File: src/hw/cfg_regs_pkg.sv
// Purpose: Shared constants for the serial configuration and identification registers
// Assumes: 16-bit instruction phase (read flag then 15-bit address), bytes sent MSB first
// Notes:   Widths, offsets, bit positions, reset values and state encodings only; no logic
package cfg_regs_pkg;

  // ----------------------------------------------------------------
  // Frame layout
  // ----------------------------------------------------------------
  localparam int unsigned ADDR_BITS  = 15;
  localparam int unsigned INSTR_BITS = 16;
  localparam int unsigned BYTE_BITS  = 8;

  // ----------------------------------------------------------------
  // Register offsets
  // ----------------------------------------------------------------
  localparam logic [14:0] OFS_INTERFACE_CONTROL_A = 15'h0000;
  localparam logic [14:0] OFS_INTERFACE_CONTROL_B = 15'h0001;
  localparam logic [14:0] OFS_POWER_CONTROL       = 15'h0002;
  localparam logic [14:0] OFS_PART_CLASS_ID       = 15'h0003;
  localparam logic [14:0] OFS_PART_NUMBER_LOW     = 15'h0004;
  localparam logic [14:0] OFS_PART_NUMBER_HIGH    = 15'h0005;
  localparam logic [14:0] OFS_GRADE_REVISION_ID   = 15'h0006;

  // ----------------------------------------------------------------
  // Field positions
  // ----------------------------------------------------------------
  localparam int unsigned BIT_RESET_KEY_HIGH          = 7;
  localparam int unsigned BIT_ADDR_ASCENDING          = 5;
  localparam int unsigned BIT_SEPARATE_OUTPUT_ENABLE  = 4;
  localparam int unsigned BIT_RESET_KEY_LOW           = 0;
  localparam int unsigned BIT_TRANSFER_BURST_SELECT   = 7;
  localparam int unsigned POWER_FIELD_LSB             = 0;

  // ----------------------------------------------------------------
  // Values after reset and power state encodings
  // ----------------------------------------------------------------
  localparam logic [7:0] RST_INTERFACE_CONTROL_A = 8'h00;
  localparam logic [7:0] RST_INTERFACE_CONTROL_B = 8'h00;
  localparam logic [7:0] POWER_CONTROL_FIXED     = 8'hF0;
  localparam logic [1:0] POWER_STATE_NORMAL      = 2'b00;
  localparam logic [1:0] POWER_STATE_DOWN        = 2'b11;

  // ----------------------------------------------------------------
  // Frame states
  // ----------------------------------------------------------------
  typedef enum logic [3:0] {
    ST_IDLE  = 4'b0001,
    ST_INSTR = 4'b0010,
    ST_DATA  = 4'b0100,
    ST_HOLD  = 4'b1000
  } frame_state_t;

endpackage : cfg_regs_pkg

File: src/hw/pin_sync.sv
// Purpose: Two-flop synchroniser bank for pins from outside the system clock domain
// Assumes: Each bit is an independent level
// Notes:   First stage feeds only the second stage
`timescale 1ns/1ns
module pin_sync #(
  parameter int unsigned WIDTH = 1
) (
  // Clock and reset
  input  wire logic             clk_sys_in,
  input  wire logic             reset_in,
  // Pins in, synchronised levels out
  input  wire logic [WIDTH-1:0] async_in,
  output logic      [WIDTH-1:0] sync_out
);

  // Elaboration-time refusal of an empty bank
  if (WIDTH < 1) begin : g_bad_width
    $error("pin_sync: WIDTH must be at least 1");
  end

  logic [WIDTH-1:0] stage_one;

  always_ff @(posedge clk_sys_in) begin
    if (reset_in) begin
      stage_one <= '0;
      sync_out  <= '0;
    end else begin
      stage_one <= async_in;
      sync_out  <= stage_one;
    end
  end

endmodule : pin_sync

File: src/hw/serial_config_id_registers.sv
// Purpose: Serial configuration bus slave with control and identification registers
// Assumes: Bus pins are sampled by clk_sys_in, bus clock idles low, data sampled on its rising edge
// Notes:   Read data changes right after each rising bus clock edge
// Function
// - A software reset starts only when one write sets both reset key bits 7 and 0 of interface control A.
// - A software reset returns all registers to defaults except the address direction and separate output bits.
// - In multibyte transfers bit 5 steps the address down by one when 0 and up by one when 1.
// - With the separate output bit at 0 data in and out share one pin and the dedicated output stays undriven.
// - With the separate output bit at 1 read data leaves on the dedicated output, or lane 0 when rerouted.
// - With the burst select bit 7 of interface control B at 0 multibyte transfers step the address per byte.
// - With the burst select bit at 1 each transaction carries one data byte only.
// - Power state 00 is normal and 11 is power-down, acting exactly like the power-down pin driven high.
// - Power control at 0x02 resets to 0xF0 with read-only upper bits and the power field at normal.
// - The 16-bit part number reads as low byte at 0x04 and high byte at 0x05.
// - Part class is read-only in bits 3:0 at 0x03 with its upper four bits reserved.
// - Address 0x06 holds a read-only silicon revision in bits 3:0.
// - Bits 7:4 of address 0x06 hold a read-only performance grade.
`timescale 1ns/1ns
module serial_config_id_registers
  import cfg_regs_pkg::*;
#(
  parameter logic [3:0]  PART_CLASS  = 4'h1,      // Arbitrary value
  parameter logic [15:0] PART_NUMBER = 16'h1A2B,  // Arbitrary value
  parameter logic [3:0]  GRADE       = 4'h2,      // Arbitrary value
  parameter logic [3:0]  REVISION    = 4'h1       // Arbitrary value
) (
  // Clock and reset
  input  wire logic clk_sys_in,
  input  wire logic reset_in,
  // Serial bus pins
  input  wire logic chip_select_n_in,
  input  wire logic serial_clock_in,
  input  wire logic shared_serial_io_in,
  output logic      shared_serial_io_out,
  output logic      shared_serial_io_oe_out,
  output logic      dedicated_serial_out_out,
  output logic      dedicated_serial_out_oe_out,
  output logic      lane0_data_out_out,
  output logic      lane0_data_out_oe_out,
  // Device controls
  input  wire logic output_reroute_select_in,
  input  wire logic powerdown_pin_in,
  output logic      powerdown_out,
  output logic      soft_reset_pulse_out
);

  // ----------------------------------------------------------------
  // Pin synchronisers
  // ----------------------------------------------------------------
  logic [4:0] pins_sync;

  pin_sync #(
    .WIDTH (5)
  ) u_pin_sync (
    .clk_sys_in (clk_sys_in),
    .reset_in   (reset_in),
    .async_in   ({chip_select_n_in, serial_clock_in, shared_serial_io_in,
                  output_reroute_select_in, powerdown_pin_in}),
    .sync_out   (pins_sync)
  );

  wire cs_n_s    = pins_sync[4];
  wire sclk_s    = pins_sync[3];
  wire sdi_s     = pins_sync[2];
  wire reroute_s = pins_sync[1];
  wire pd_pin_s  = pins_sync[0];

  // ----------------------------------------------------------------
  // State
  // ----------------------------------------------------------------
  logic                 sclk_prev;
  frame_state_t         state;
  logic [4:0]           bit_count;
  logic [INSTR_BITS-1:0] instr_shift;
  logic                 is_read;
  logic [ADDR_BITS-1:0] addr;
  logic [7:0]           rx_shift;
  logic [7:0]           tx_shift;
  logic                 addr_ascending;
  logic                 separate_output_enable;
  logic                 transfer_burst_select;
  logic [1:0]           power_state_field;

  // ----------------------------------------------------------------
  // Register read decode
  // ----------------------------------------------------------------
  function automatic logic [7:0] read_reg(input logic [ADDR_BITS-1:0] a);
    case (a)
      OFS_INTERFACE_CONTROL_A: begin
        read_reg = 8'h00;
        read_reg[BIT_ADDR_ASCENDING]         = addr_ascending;
        read_reg[BIT_SEPARATE_OUTPUT_ENABLE] = separate_output_enable;
      end
      OFS_INTERFACE_CONTROL_B: begin
        read_reg = 8'h00;
        read_reg[BIT_TRANSFER_BURST_SELECT] = transfer_burst_select;
      end
      OFS_POWER_CONTROL:     read_reg = POWER_CONTROL_FIXED | {6'h00, power_state_field};
      OFS_PART_CLASS_ID:     read_reg = {4'h0, PART_CLASS};
      OFS_PART_NUMBER_LOW:   read_reg = PART_NUMBER[7:0];
      OFS_PART_NUMBER_HIGH:  read_reg = PART_NUMBER[15:8];
      OFS_GRADE_REVISION_ID: read_reg = {GRADE, REVISION};
      default:               read_reg = 8'h00;
    endcase
  endfunction : read_reg

  // ----------------------------------------------------------------
  // Frame decode
  // ----------------------------------------------------------------
  wire        sclk_rise   = sclk_s && !sclk_prev;
  wire        frame_on    = !cs_n_s;
  wire [15:0] instr_next  = {instr_shift[INSTR_BITS-2:0], sdi_s};
  wire [7:0]  byte_next   = {rx_shift[6:0], sdi_s};
  wire        instr_done  = (state == ST_INSTR) && sclk_rise && (bit_count == 5'd15);
  wire        byte_done   = (state == ST_DATA) && sclk_rise && (bit_count == 5'd7);
  wire        wr_commit   = byte_done && !is_read;

  // Address stepping per data byte
  wire [ADDR_BITS-1:0] addr_stepped = addr_ascending ? addr + 15'd1 : addr - 15'd1;

  // Key bits act only when both are set in the same written byte
  wire        wr_ctrl_a   = wr_commit && (addr == OFS_INTERFACE_CONTROL_A);
  wire        soft_reset  = wr_ctrl_a && byte_next[BIT_RESET_KEY_HIGH] && byte_next[BIT_RESET_KEY_LOW];
  wire        wr_ctrl_b   = wr_commit && (addr == OFS_INTERFACE_CONTROL_B);
  wire        wr_power    = wr_commit && (addr == OFS_POWER_CONTROL);

  // Read data path selection and power-down request
  wire        driving     = frame_on && is_read && (state == ST_DATA);
  wire        use_shared  = driving && !separate_output_enable;
  wire        use_dedic   = driving && separate_output_enable && !reroute_s;
  wire        use_lane0   = driving && separate_output_enable && reroute_s;
  wire        power_down  = pd_pin_s || (power_state_field == POWER_STATE_DOWN);

  // ----------------------------------------------------------------
  // Frame sequencing
  // ----------------------------------------------------------------
  frame_state_t next_state;

  always_comb begin
    next_state = state;
    case (state)
      ST_IDLE:  if (frame_on) next_state = ST_INSTR;
      ST_INSTR: if (!frame_on) next_state = ST_IDLE;
                else if (instr_done) next_state = ST_DATA;
      ST_DATA:  if (!frame_on) next_state = ST_IDLE;
                else if (byte_done && transfer_burst_select) next_state = ST_HOLD;
      ST_HOLD:  if (!frame_on) next_state = ST_IDLE;
      default:  next_state = ST_IDLE;
    endcase
  end

  always_ff @(posedge clk_sys_in) begin
    if (reset_in) begin
      state     <= ST_IDLE;
      sclk_prev <= 1'b0;
    end else begin
      state     <= next_state;
      sclk_prev <= sclk_s;
    end
  end

  // ----------------------------------------------------------------
  // Shift path and address
  // ----------------------------------------------------------------
  always_ff @(posedge clk_sys_in) begin
    if (reset_in) begin
      bit_count   <= 5'd0;
      instr_shift <= '0;
      rx_shift    <= 8'h00;
      tx_shift    <= 8'h00;
      is_read     <= 1'b0;
      addr        <= '0;
    end else if (!frame_on || state == ST_IDLE) begin
      bit_count <= 5'd0;
    end else if (instr_done) begin
      bit_count <= 5'd0;
      is_read   <= instr_next[INSTR_BITS-1];
      addr      <= instr_next[ADDR_BITS-1:0];
      tx_shift  <= read_reg(instr_next[ADDR_BITS-1:0]);
    end else if (byte_done) begin
      bit_count <= 5'd0;
      addr      <= addr_stepped;
      tx_shift  <= read_reg(addr_stepped);
    end else if (sclk_rise && state == ST_INSTR) begin
      bit_count   <= bit_count + 5'd1;
      instr_shift <= instr_next;
    end else if (sclk_rise && state == ST_DATA) begin
      bit_count <= bit_count + 5'd1;
      rx_shift  <= byte_next;
      tx_shift  <= {tx_shift[6:0], 1'b0};
    end
  end

  // ----------------------------------------------------------------
  // Control registers
  // ----------------------------------------------------------------
  always_ff @(posedge clk_sys_in) begin
    if (reset_in) begin
      addr_ascending         <= RST_INTERFACE_CONTROL_A[BIT_ADDR_ASCENDING];
      separate_output_enable <= RST_INTERFACE_CONTROL_A[BIT_SEPARATE_OUTPUT_ENABLE];
      transfer_burst_select  <= RST_INTERFACE_CONTROL_B[BIT_TRANSFER_BURST_SELECT];
      power_state_field      <= POWER_STATE_NORMAL;
    end else if (soft_reset) begin
      // Direction and output-pin bits survive a software reset
      transfer_burst_select <= RST_INTERFACE_CONTROL_B[BIT_TRANSFER_BURST_SELECT];
      power_state_field     <= POWER_STATE_NORMAL;
    end else begin
      if (wr_ctrl_a) begin
        addr_ascending         <= byte_next[BIT_ADDR_ASCENDING];
        separate_output_enable <= byte_next[BIT_SEPARATE_OUTPUT_ENABLE];
      end
      if (wr_ctrl_b) begin
        transfer_burst_select <= byte_next[BIT_TRANSFER_BURST_SELECT];
      end
      if (wr_power) begin
        power_state_field <= byte_next[POWER_FIELD_LSB +: 2];
      end
    end
  end

  // ----------------------------------------------------------------
  // Registered outputs
  // ----------------------------------------------------------------
  wire next_bit = tx_shift[7];

  always_ff @(posedge clk_sys_in) begin
    if (reset_in) begin
      shared_serial_io_out        <= 1'b0;
      shared_serial_io_oe_out     <= 1'b0;
      dedicated_serial_out_out    <= 1'b0;
      dedicated_serial_out_oe_out <= 1'b0;
      lane0_data_out_out          <= 1'b0;
      lane0_data_out_oe_out       <= 1'b0;
      powerdown_out               <= 1'b0;
      soft_reset_pulse_out        <= 1'b0;
    end else begin
      shared_serial_io_out        <= next_bit;
      shared_serial_io_oe_out     <= use_shared;
      dedicated_serial_out_out    <= next_bit;
      dedicated_serial_out_oe_out <= use_dedic;
      lane0_data_out_out          <= next_bit;
      lane0_data_out_oe_out       <= use_lane0;
      powerdown_out               <= power_down;
      soft_reset_pulse_out        <= soft_reset;
    end
  end

endmodule : serial_config_id_registers

File: config.mk
export PLATFORM = sky130hd
export DESIGN_NAME = serial_config_id_registers
export DESIGN_NICKNAME = d
export VERILOG_FILES = /design/src/hw/cfg_regs_pkg.sv /design/src/hw/pin_sync.sv /design/src/hw/serial_config_id_registers.sv
export SDC_FILE = /design/constraint.sdc
export NUM_CORES = 1
export LEC_CHECK = 0
export BUFFER_PORTS_ARGS = -buffer_cell sky130_fd_sc_hd__clkbuf_2
export CELL_PAD_IN_SITES_DETAIL_PLACEMENT = 1
export CELL_PAD_IN_SITES_GLOBAL_PLACEMENT = 1
export CORE_MARGIN = 2
export CORE_UTILIZATION = 34
export CTS_CLUSTER_SIZE = 40
export DETAILED_ROUTE_END_ITERATION = 16
export PLACE_DENSITY = 0.66
export SLEW_MARGIN = 20
export SYNTH_ARGS = -nofsm -noshare
export SYNTH_HDL_FRONTEND = slang
export SYNTH_SLANG_ARGS = --single-unit
File: constraint.sdc
create_clock -name clk_sys_in -period 3.6 [get_ports clk_sys_in]
set_input_delay 0.54 -clock clk_sys_in [delete_from_list [all_inputs] [get_ports clk_sys_in]]
set_output_delay 0.54 -clock clk_sys_in [all_outputs]
set_load 0.01 [all_outputs]
# Word level (Yosys, flattened, before mapping)
# Cells that the tools add are included.
# op_classes
mux	18
reduce_logical	40
n_addsub	3
n_bitwise	5
eq_ne	26
# ops
operator	count
$pmux W8 S7	2
$eq A15 B3 Y1 const B	6
$eq A15 B2 Y1 const B	5
$eq A15 B1 Y1 const B	3
$logic_not A15 Y1	3
$mux W15	3
$mux W8	4
$mux W4	6
$logic_and A1 B1 Y1	18
$pmux W4 S4	1
$add A15 B1 Y15 const B	1
$sub A15 B1 Y15 const B	1
$mux W5	2
$reduce_and A4 Y1	2
$reduce_and A2 Y1	3
$add A5 B1 Y5 const B	1
$eq A5 B3 Y1 const B	1
$eq A5 B4 Y1 const B	1
$logic_not A1 Y1	5
$not A1 Y1	5
$reduce_and A5 Y1	1
$eq A4 B1 Y1 const B	1
$eq A4 B2 Y1 const B	1
$eq A4 B3 Y1 const B	1
13 further kinds	15
# word_totals
register_bits	77
input_bits	7
output_inout_bits	8

# Depth between registers and ports, before layout
# Gate-level depths: netlist of the first run.
# logic_depth
word_depth	10
ltp_mapped	10
mapped_depth_nobuf	9

# Hierarchy
# Synthesis of the first run repeated with hierarchy kept, for this count alone.
# hier_totals
hier_cells	497
hier_area_um2	4300.4
# by_module_without_submodules
module	seq_area_each_um2	area_per_inst_um2	n_inst	cells_each
serial_config_id_registers	1341.3	4037.6	1	477
pin_sync	200.2	262.8	1	20

# Least setup slack after synthesis of the first run
# No wires, ideal clock.
# synth_timing
path_kind	register to register
from	register addr[0]
to	register tx_shift[1]
n_path_buf	1
arrival_time_ns	2.333
path_stages_with_launch	10
setup_time_ns	0.072
synth_period_minus_slack_ns	2.405
setup_slack_ns	1.195
cell_sequence	dfxtp_1 -> inv_1 -> ha_1 -> or3b_1 -> buf_2 -> nor4_2 -> or3_1 -> a2111oi_1 -> nand4_2 -> o21bai_1
# synth_between
elab_chain_len	6
word_cells_on_any_way	13
classes_between	add/sub: 2; eq/ne: 6; mux: 4; reduce/logical: 1
# synth_rtl
item	line	rtl
start, declared	serial_config_id_registers.sv:76	logic [ADDR_BITS-1:0] addr;
start signal, assigned	serial_config_id_registers.sv:178	addr <= instr_next[ADDR_BITS-1:0];
start signal, assigned	serial_config_id_registers.sv:182	addr <= addr_stepped;
$sub A15 B1 Y15 or $add A15 B1 Y15 (tied branches)	serial_config_id_registers.sv:119	wire [ADDR_BITS-1:0] addr_stepped = addr_ascending ? addr + 15'd1 : addr - 15'd1;
$mux W15 *	serial_config_id_registers.sv:119	
$eq A15 B3 Y1 (tied with other cells)	serial_config_id_registers.sv:88	case (a)
$pmux W8 S7 *	serial_config_id_registers.sv:88	
$mux W8 *	serial_config_id_registers.sv:180	end else if (byte_done) begin
$mux W8 *	serial_config_id_registers.sv:175	end else if (instr_done) begin
end signal, assigned	serial_config_id_registers.sv:179	tx_shift <= read_reg(instr_next[ADDR_BITS-1:0]);
end signal, assigned	serial_config_id_registers.sv:183	tx_shift <= read_reg(addr_stepped);
end signal, assigned	serial_config_id_registers.sv:190	tx_shift <= {tx_shift[6:0], 1'b0};
end, declared	serial_config_id_registers.sv:78	logic [7:0] tx_shift;
# Every way passes the cells marked *; elsewhere a longest branch is shown, timed or not.
# A chain may end at the register's enable or synchronous reset.

# Worst setup path in the final report of the first run
# layout_timing
from	register addr[0]
to	register tx_shift[0]
# The elaborated chain is that of the path after synthesis.

==> results of run 1 <==
[report_power, final]
group,internal [mW],leakage [nW],switching [mW]
clock,0.646,0.162,0.368
combinational,0.0252,0.981,0.0399
sequential,0.862,0.623,0.0166
total,1.53,1.77,0.424
[cell type report]
cell class | instances | area (sq um)
timing repair buffer | 19 | 108
clock buffer | 11 | 253
fill | 1465 | 7410
sequential | 77 | 1540
tap | 168 | 210
inverter | 5 | 18.8
clock inverter | 5 | 81.3
multi-input combinational | 391 | 2490
[final timing paths]
| path | endpoint | depth (start not counted) | slack (ns) |
|---|---|---|---|
| max | tx_shift[0] | 8 | 0.62 |
| min | dedicated_serial_out_oe_out | 1 | 0.41 |
| max reg2reg | tx_shift[0] | 8 | 0.62 |
| min reg2reg | dedicated_serial_out_oe_out | 1 | 0.41 |
[registers in the layout, summed over array words and instances (netlist names), 2 cells and up]
signal / flops
tx_shift: 8
rx_shift: 7
addr: 15
u_pin_sync.sync_out: 5
instr_shift: 15
state: 4
u_pin_sync.stage_one: 5
power_state_field: 2
bit_count: 5
[synthesized netlist by cell type, types with 8 or more instances]
cell,n,area share
o31ai_1,8,0.014
and3_1,9,0.013
nor2_1,80,0.071
nand3_1,15,0.018
clkbuf_1,25,0.022
nand2_1,40,0.035
a21oi_1,17,0.020
o21ai_0,17,0.020
dfxtp_1,77,0.36
nor3_1,14,0.017
buf_2,8,0.0094
nor4_1,8,0.012
nand2b_1,9,0.013
nor2b_1,17,0.025
nand4_1,9,0.013
mux2i_1,34,0.080
[per-layer routing]
layer / wire length [um] / vias to the layer above
li1: - / 1810
met1: 5680 / 1779
met2: 5350 / 42
met3: 383 / 15
met4: 175 / 0
met5: 0 / -
[cell families after synthesis]
group / share of synthesized area
AO/OA/AOI/OAI: 0.154
XOR/XNOR: 0.0206
adder cells (fa/ha/maj): 0.0177
buffers and inverters: 0.0501
flip-flops: 0.363
multiplexers: 0.0828
AND/OR/NAND/NOR: 0.312
[placed cells by master (no fill, tap or decap), drive strengths merged, types with 8 or more instances in the layout]
cell     n
nor2    81
nor3    17
nor4    10
o31ai    8
a22oi    8
dfxtp   77
nand3   16
nand4   10
nand2b   9
o21ai   24
clkbuf  25
nor2b   17
nand2   40
a21oi   17
and3     9
mux2i   34
==> metrics.txt, run 1 <==
status=complete, no violations; Lkg Pwr=1.77 nW; final hold slack=0.405 ns; ys async rst share=0; Final GP Congestion=0.829; R2R Path Start=addr[0]; crit end category=flop; Sum Neg Setup Slack=0 ns; post-CTS resize count=0; final setup margin=0.620 ns; # clock sinks=77; H-tree Lvls=3; sequential-to-total area share from yosys stat=0.363; post-synthesis net count=526; mapped cell area=0.00425 sq mm; ANT cells=0; layout cells sized above 1=0.110; Post-Layout Cell Count=676; Starting Density=0.351; Max stage delay on crit path=0.56 ns; Finished Cell Area=0.00470 sq mm; Post-Route WL=11600 um; vias in the first global route=3731; Residual DRC=0; total core area=0.0121 sq mm; Routed Antenna Nets=0; Post-synth EDFFs=0; I/O Buffers=14; estimated wirelength of the detail-placed design=8300 um; crit path from=addr[0]; met1 Usage GRT=0.244; met3 Resource Use GR=0.0518; most used routing layer=met2; final worst path period share=0.828; worst-path fanout max=10; Max-Cap Viols=0; num ports=15; largest net degree at the start of global routing=34; Hold Vio Cnt, Final=0; Critical path buffers and inverters=1; CTS max path bufs=2; clock root cell=clkbuf_16; fin crit period=2.98 ns; Slew Limit Fails=0; Post CTS Setup Buffer Count=0; HP Class=flop to flop; Die Wd=116 um; cells along the critical path=inv_1 > ha_1 > or3b_1 > nor4_2 > or3_1 > a2111oi_1 > nand4_2 > o21ai_1; nets@finish=516; RSZ-0062 raised after global routing=false; die area=0.0134 sq mm; later-pin clock latency in the skew report=0.34 ns; routed via count=3646; row count=40; Cells after DPL=660; critical path type=flop to flop; Ys Warns=0; initial DRC count=219; WL/cell=17.1 um; Vias/cell=5.39; PD cells=416 mW/mm^2; Synth Flop Type=dfxtp_1; Hold Path Origin=u_pin_sync.sync_out[1]; clock slew at reported path FFs=0.06 ns; CP Launch Type=flop; fmax=336 MHz; overall power=1.96 mW; Placed Area=0.00437 sq mm; clock skew=0.00632 ns; Peak supply drop=370 uV; syn avg cell area=8.28 sq um; Layout area overhead=10.8%; # hold bufs at CTS=0; distinct cell type count after synthesis=67; gr usage total=0.184; CP arrival=3.24 ns; Final Util=0.388; CTS tree=done; Critical Path RT=3.86 ns; met2 usage=0.292; initial antenna violation count=0; Die H=116 um; Cells after Synth=513; total CTS buffers=9; worst relative slew slack=0.492; Initial DRT Pass Iterations=4; CP max-delay cell=a2111oi_1; # setup viols final=0; Worst Tran Pin Value=0.762 ns; DP Worst Slack=0.651 ns; first-pass GRT wire length=19000 um; Crit path max-delay family=simple AND/OR/NAND/NOR gates; total gr overflow=0; synthesized flop and latch total=77
No activity file was read; power rests on OpenSTA's default activity.
==> inputs of run 2 (changes only) <==
--- a/config.mk
+++ b/config.mk
@@ -5,6 +5,7 @@
 export SDC_FILE = /design/constraint.sdc
 export NUM_CORES = 1
 export LEC_CHECK = 0
+export ABC_AREA = 1
 export BUFFER_PORTS_ARGS = -buffer_cell sky130_fd_sc_hd__clkbuf_2
 export CELL_PAD_IN_SITES_DETAIL_PLACEMENT = 1
 export CELL_PAD_IN_SITES_GLOBAL_PLACEMENT = 1
@@ -12,7 +13,7 @@
 export CORE_UTILIZATION = 34
 export CTS_CLUSTER_SIZE = 40
 export DETAILED_ROUTE_END_ITERATION = 16
-export PLACE_DENSITY = 0.66
+export PLACE_DENSITY = 0.71
 export SLEW_MARGIN = 20
 export SYNTH_ARGS = -nofsm -noshare
 export SYNTH_HDL_FRONTEND = slang
==> constraint.sdc (replaced) <==
create_clock -name clk_sys_in -period 2.47 [get_ports clk_sys_in]
set_input_delay 0.3705 -clock clk_sys_in [delete_from_list [all_inputs] [get_ports clk_sys_in]]
set_output_delay 0.3705 -clock clk_sys_in [all_outputs]
set_load 0.01 [all_outputs]
==> run 2 against run 1 <==
Worst setup slack worse by 0.44 ns. First-iteration DRC count shrank 2.7%. Global-route usage is 0.81 points higher.
==> metrics.txt, run 2 <==
HP Class=input pin to flop (was flop to flop); Hold Vio Cnt, Final=0 (unchanged); final hold slack=0.210 ns (was 0.405 ns); later-pin clock latency in the skew report=0.35 ns (was 0.34 ns); num ports=15 (unchanged); commonest cells after routing, fill and taps aside=nand2_1 (139), inv_1 (87), nor2_1 (81), dfxtp_1 (74), nand3_1 (50) (was nor2_1 (80), dfxtp_1 (77), nand2_1 (40), mux2i_1 (34)); Vias/cell=5.10 (was 5.39); # setup viols final=0 (unchanged); Placed Area=0.00470 sq mm (was 0.00437 sq mm); Initial DRT Pass Iterations=4 (unchanged); status=complete, no violations (unchanged); CTS tree=done (unchanged); crit end category=flop (unchanged); PD cells=536 mW/mm^2 (was 416 mW/mm^2); cells along the critical path=clkinv_2 > ha_1 > xnor2_1 > inv_1 > nand2_1 > nor2_1 > and2_1 > nand3_1 > nand2_1 > nor2_1 > nand2_1 > nand3_1 > a21oi_2 (was inv_1 > ha_1 > or3b_1 > nor4_2 > or3_1 > a2111oi_1 > nand4_2 > o21ai_1); top cell type's share of synthesized area=0.346 (was 0.363); worst relative slew slack=0.649 (was 0.492); ys async rst share=0 (unchanged); row count=41 (was 40); total gr overflow=0 (unchanged); Worst Tran Pin Value=0.522 ns (was 0.762 ns); post-synth top area cell=dfxtp_1 (unchanged); syn avg cell area=6.64 sq um (was 8.28 sq um); CTS max path bufs=2 (unchanged); Post-synth EDFFs=0 (unchanged); Starting Density=0.350 (was 0.351); fin crit period=2.29 ns (was 2.98 ns); top cells by count, synth=nand2_1 (140), inv_1 (87), nor2_1 (84) (was nor2_1 (80), dfxtp_1 (77), nand2_1 (40)); nets@finish=696 (was 516); # clock sinks=77 (unchanged); CP arrival=2.53 ns (was 3.24 ns); Finished Cell Area=0.00501 sq mm (was 0.00470 sq mm); final worst path period share=0.926 (was 0.828); total core area=0.0127 sq mm (was 0.0121 sq mm); H-tree Lvls=3 (unchanged); Sum Neg Setup Slack=0 ns (unchanged); worst-path fanout max=6 (was 10); gr usage total=0.192 (was 0.184); routed via count=4383 (was 3646); Max-Cap Viols=0 (unchanged); Cells after Synth=670 (was 513); total CTS buffers=9 (unchanged); clock skew=0.0113 ns (was 0.00632 ns); Final Util=0.394 (was 0.388); initial antenna violation count=0 (unchanged); Post-Route WL=13000 um (was 11600 um); most frequent cell after synthesis=nand2_1 (was nor2_1); I/O Buffers=14 (unchanged); Slew Limit Fails=0 (unchanged); first-pass GRT wire length=21900 um (was 19000 um); critical path type=flop to flop (unchanged); # hold bufs at CTS=0 (unchanged); Routed Antenna Nets=0 (unchanged); Die Wd=118 um (was 116 um); ANT cells=0 (unchanged); Residual DRC=0 (unchanged); fill count=1674 (was 1465); distinct cell type count after synthesis=48 (was 67); CP max-delay cell=xnor2_1 (was a2111oi_1); vias in the first global route=4407 (was 3731); WL/cell=15.2 um (was 17.1 um); Peak supply drop=381 uV (was 370 uV); Synth Flop Type=dfxtp_1 (unchanged); Ys Warns=0 (unchanged); Die H=118 um (was 116 um); Most common cell on crit path=nand2_1; Final GP Congestion=0.909 (was 0.829); initial DRC count=213 (was 219); fmax=437 MHz (was 336 MHz); clock slew at reported path FFs=0.07 ns (was 0.06 ns); die area=0.0140 sq mm (was 0.0134 sq mm); RSZ-0062 raised after global routing=false (unchanged); sequential-to-total area share from yosys stat=0.346 (was 0.363); overall power=2.69 mW (was 1.96 mW); Critical Path RT=2.71 ns (was 3.86 ns); synthesized flop and latch total=77 (unchanged); estimated wirelength of the detail-placed design=10000 um (was 8300 um); layout cells sized above 1=0.147 (was 0.110); mapped cell area=0.00445 sq mm (was 0.00425 sq mm); Max stage delay on crit path=0.45 ns (was 0.56 ns); Lkg Pwr=2.22 nW (was 1.77 nW); Synth area leaders=dfxtp_1 (35%), nand2_1 (12%), inv_1 (7.3%), nor2_1 (7.1%), a21oi_1 (5.6%) (was dfxtp_1 (36%), mux2i_1 (8.0%), nor2_1 (7.1%), nand2_1 (3.5%), nor2b_1 (2.5%)); Layout area overhead=12.6% (was 10.8%); CP Launch Type=flop (unchanged); Post CTS Setup Buffer Count=0 (unchanged); largest net degree at the start of global routing=34 (unchanged); post-synthesis net count=683 (was 526); clock root cell=clkbuf_16 (unchanged); commonest non-fill, non-tap cell in the layout=nand2_1 (was nor2_1); Regs by FF count=addr (15), instr_shift (15), tx_shift (8) (unchanged)
run 2: cell types whose count changed after synthesis, sizes merged, moves of 9 or more:
cell,previous run,this run
nor2b,17,0
nand2b,9,0
nand3,16,52
and3,9,0
a21oi,17,51
mux2i,34,1
o21ai,24,45
nor2,81,97
clkbuf,25,12
inv,5,95
nand2,40,149
run 2: metrics by stage:
stage          std cells  setup slack [ns]
2_1_floorplan        670             0.363
5_1_grt              860          0.000509
6_report             860             0.182
3_3_place_gp         844             0.130
3_5_place_dp         844           -0.0557
4_1_cts              860             0.104
run 2: area by class of cell:
type                       instances  area (sq um)  share of cell area
multi-input combinational        469          2410               0.481
tap                              172           215              0.0429
clock inverter                     7          67.6              0.0135
sequential                        77          1550               0.308
timing repair buffer              29           183              0.0364
inverter                          97           368              0.0734
clock buffer                       9           225              0.0449
run 2: power breakdown:
part | internal, mW | total [mW] | switching [mW]
logic | 0.0412 | 0.127 | 0.0860
registers | 1.26 | 1.27 | 0.0107
clock network | 0.703 | 1.29 | 0.591
run 2: kinds of logic (layout without fill, tap and decap cells):
logic type,Yosys count,after routing,synth area share
flops,77,77,0.346
mux,1,1,0.00225
compound gates,123,123,0.168
fa+ha+maj,6,6,0.0169
simple gates,337,337,0.346
xor+xnor,2,2,0.00394
buf+inv,124,142,0.117
run 2: path summary, 6_finish.rpt:
| kind | from | endpoint | slack, ns | cells after the start |
|---|---|---|---|---|
| setup / recovery | addr[0] | tx_shift[0] | 0.18 | 13 |
| hold / removal | shared_serial_io_in | u_pin_sync.stage_one[2] | 0.21 | 3 |
| setup reg to reg | addr[0] | tx_shift[0] | 0.18 | 13 |
| hold reg to reg | u_pin_sync.stage_one[3] | u_pin_sync.sync_out[3] | 0.41 | 2 |
run 2: what timing repair did:
action                     in CTS  in global routing
setup endpoints to repair       2                  9
pin swaps                       0                  1
resized for setup               1                  8
run 2: critical path: cells and delay by family (launching register included):
family          cells  cell delay [ns]
simple gates        8             0.75
xor+xnor            1             0.45
flops               1             0.39
fa+ha+maj           1             0.33
buf+inv             2             0.22
compound gates      1             0.05
run 2: layer usage:
metal | routed length [um] | part of all wire | track usage | up-vias
li1 | - | - | - | 2205
met4 | 276 | 0.021 | 0.0580 | 0
met3 | 487 | 0.037 | 0.0299 | 17
met5 | 0 | 0 | 0 | -
met2 | 5990 | 0.46 | 0.316 | 62
met1 | 6280 | 0.48 | 0.258 | 2099
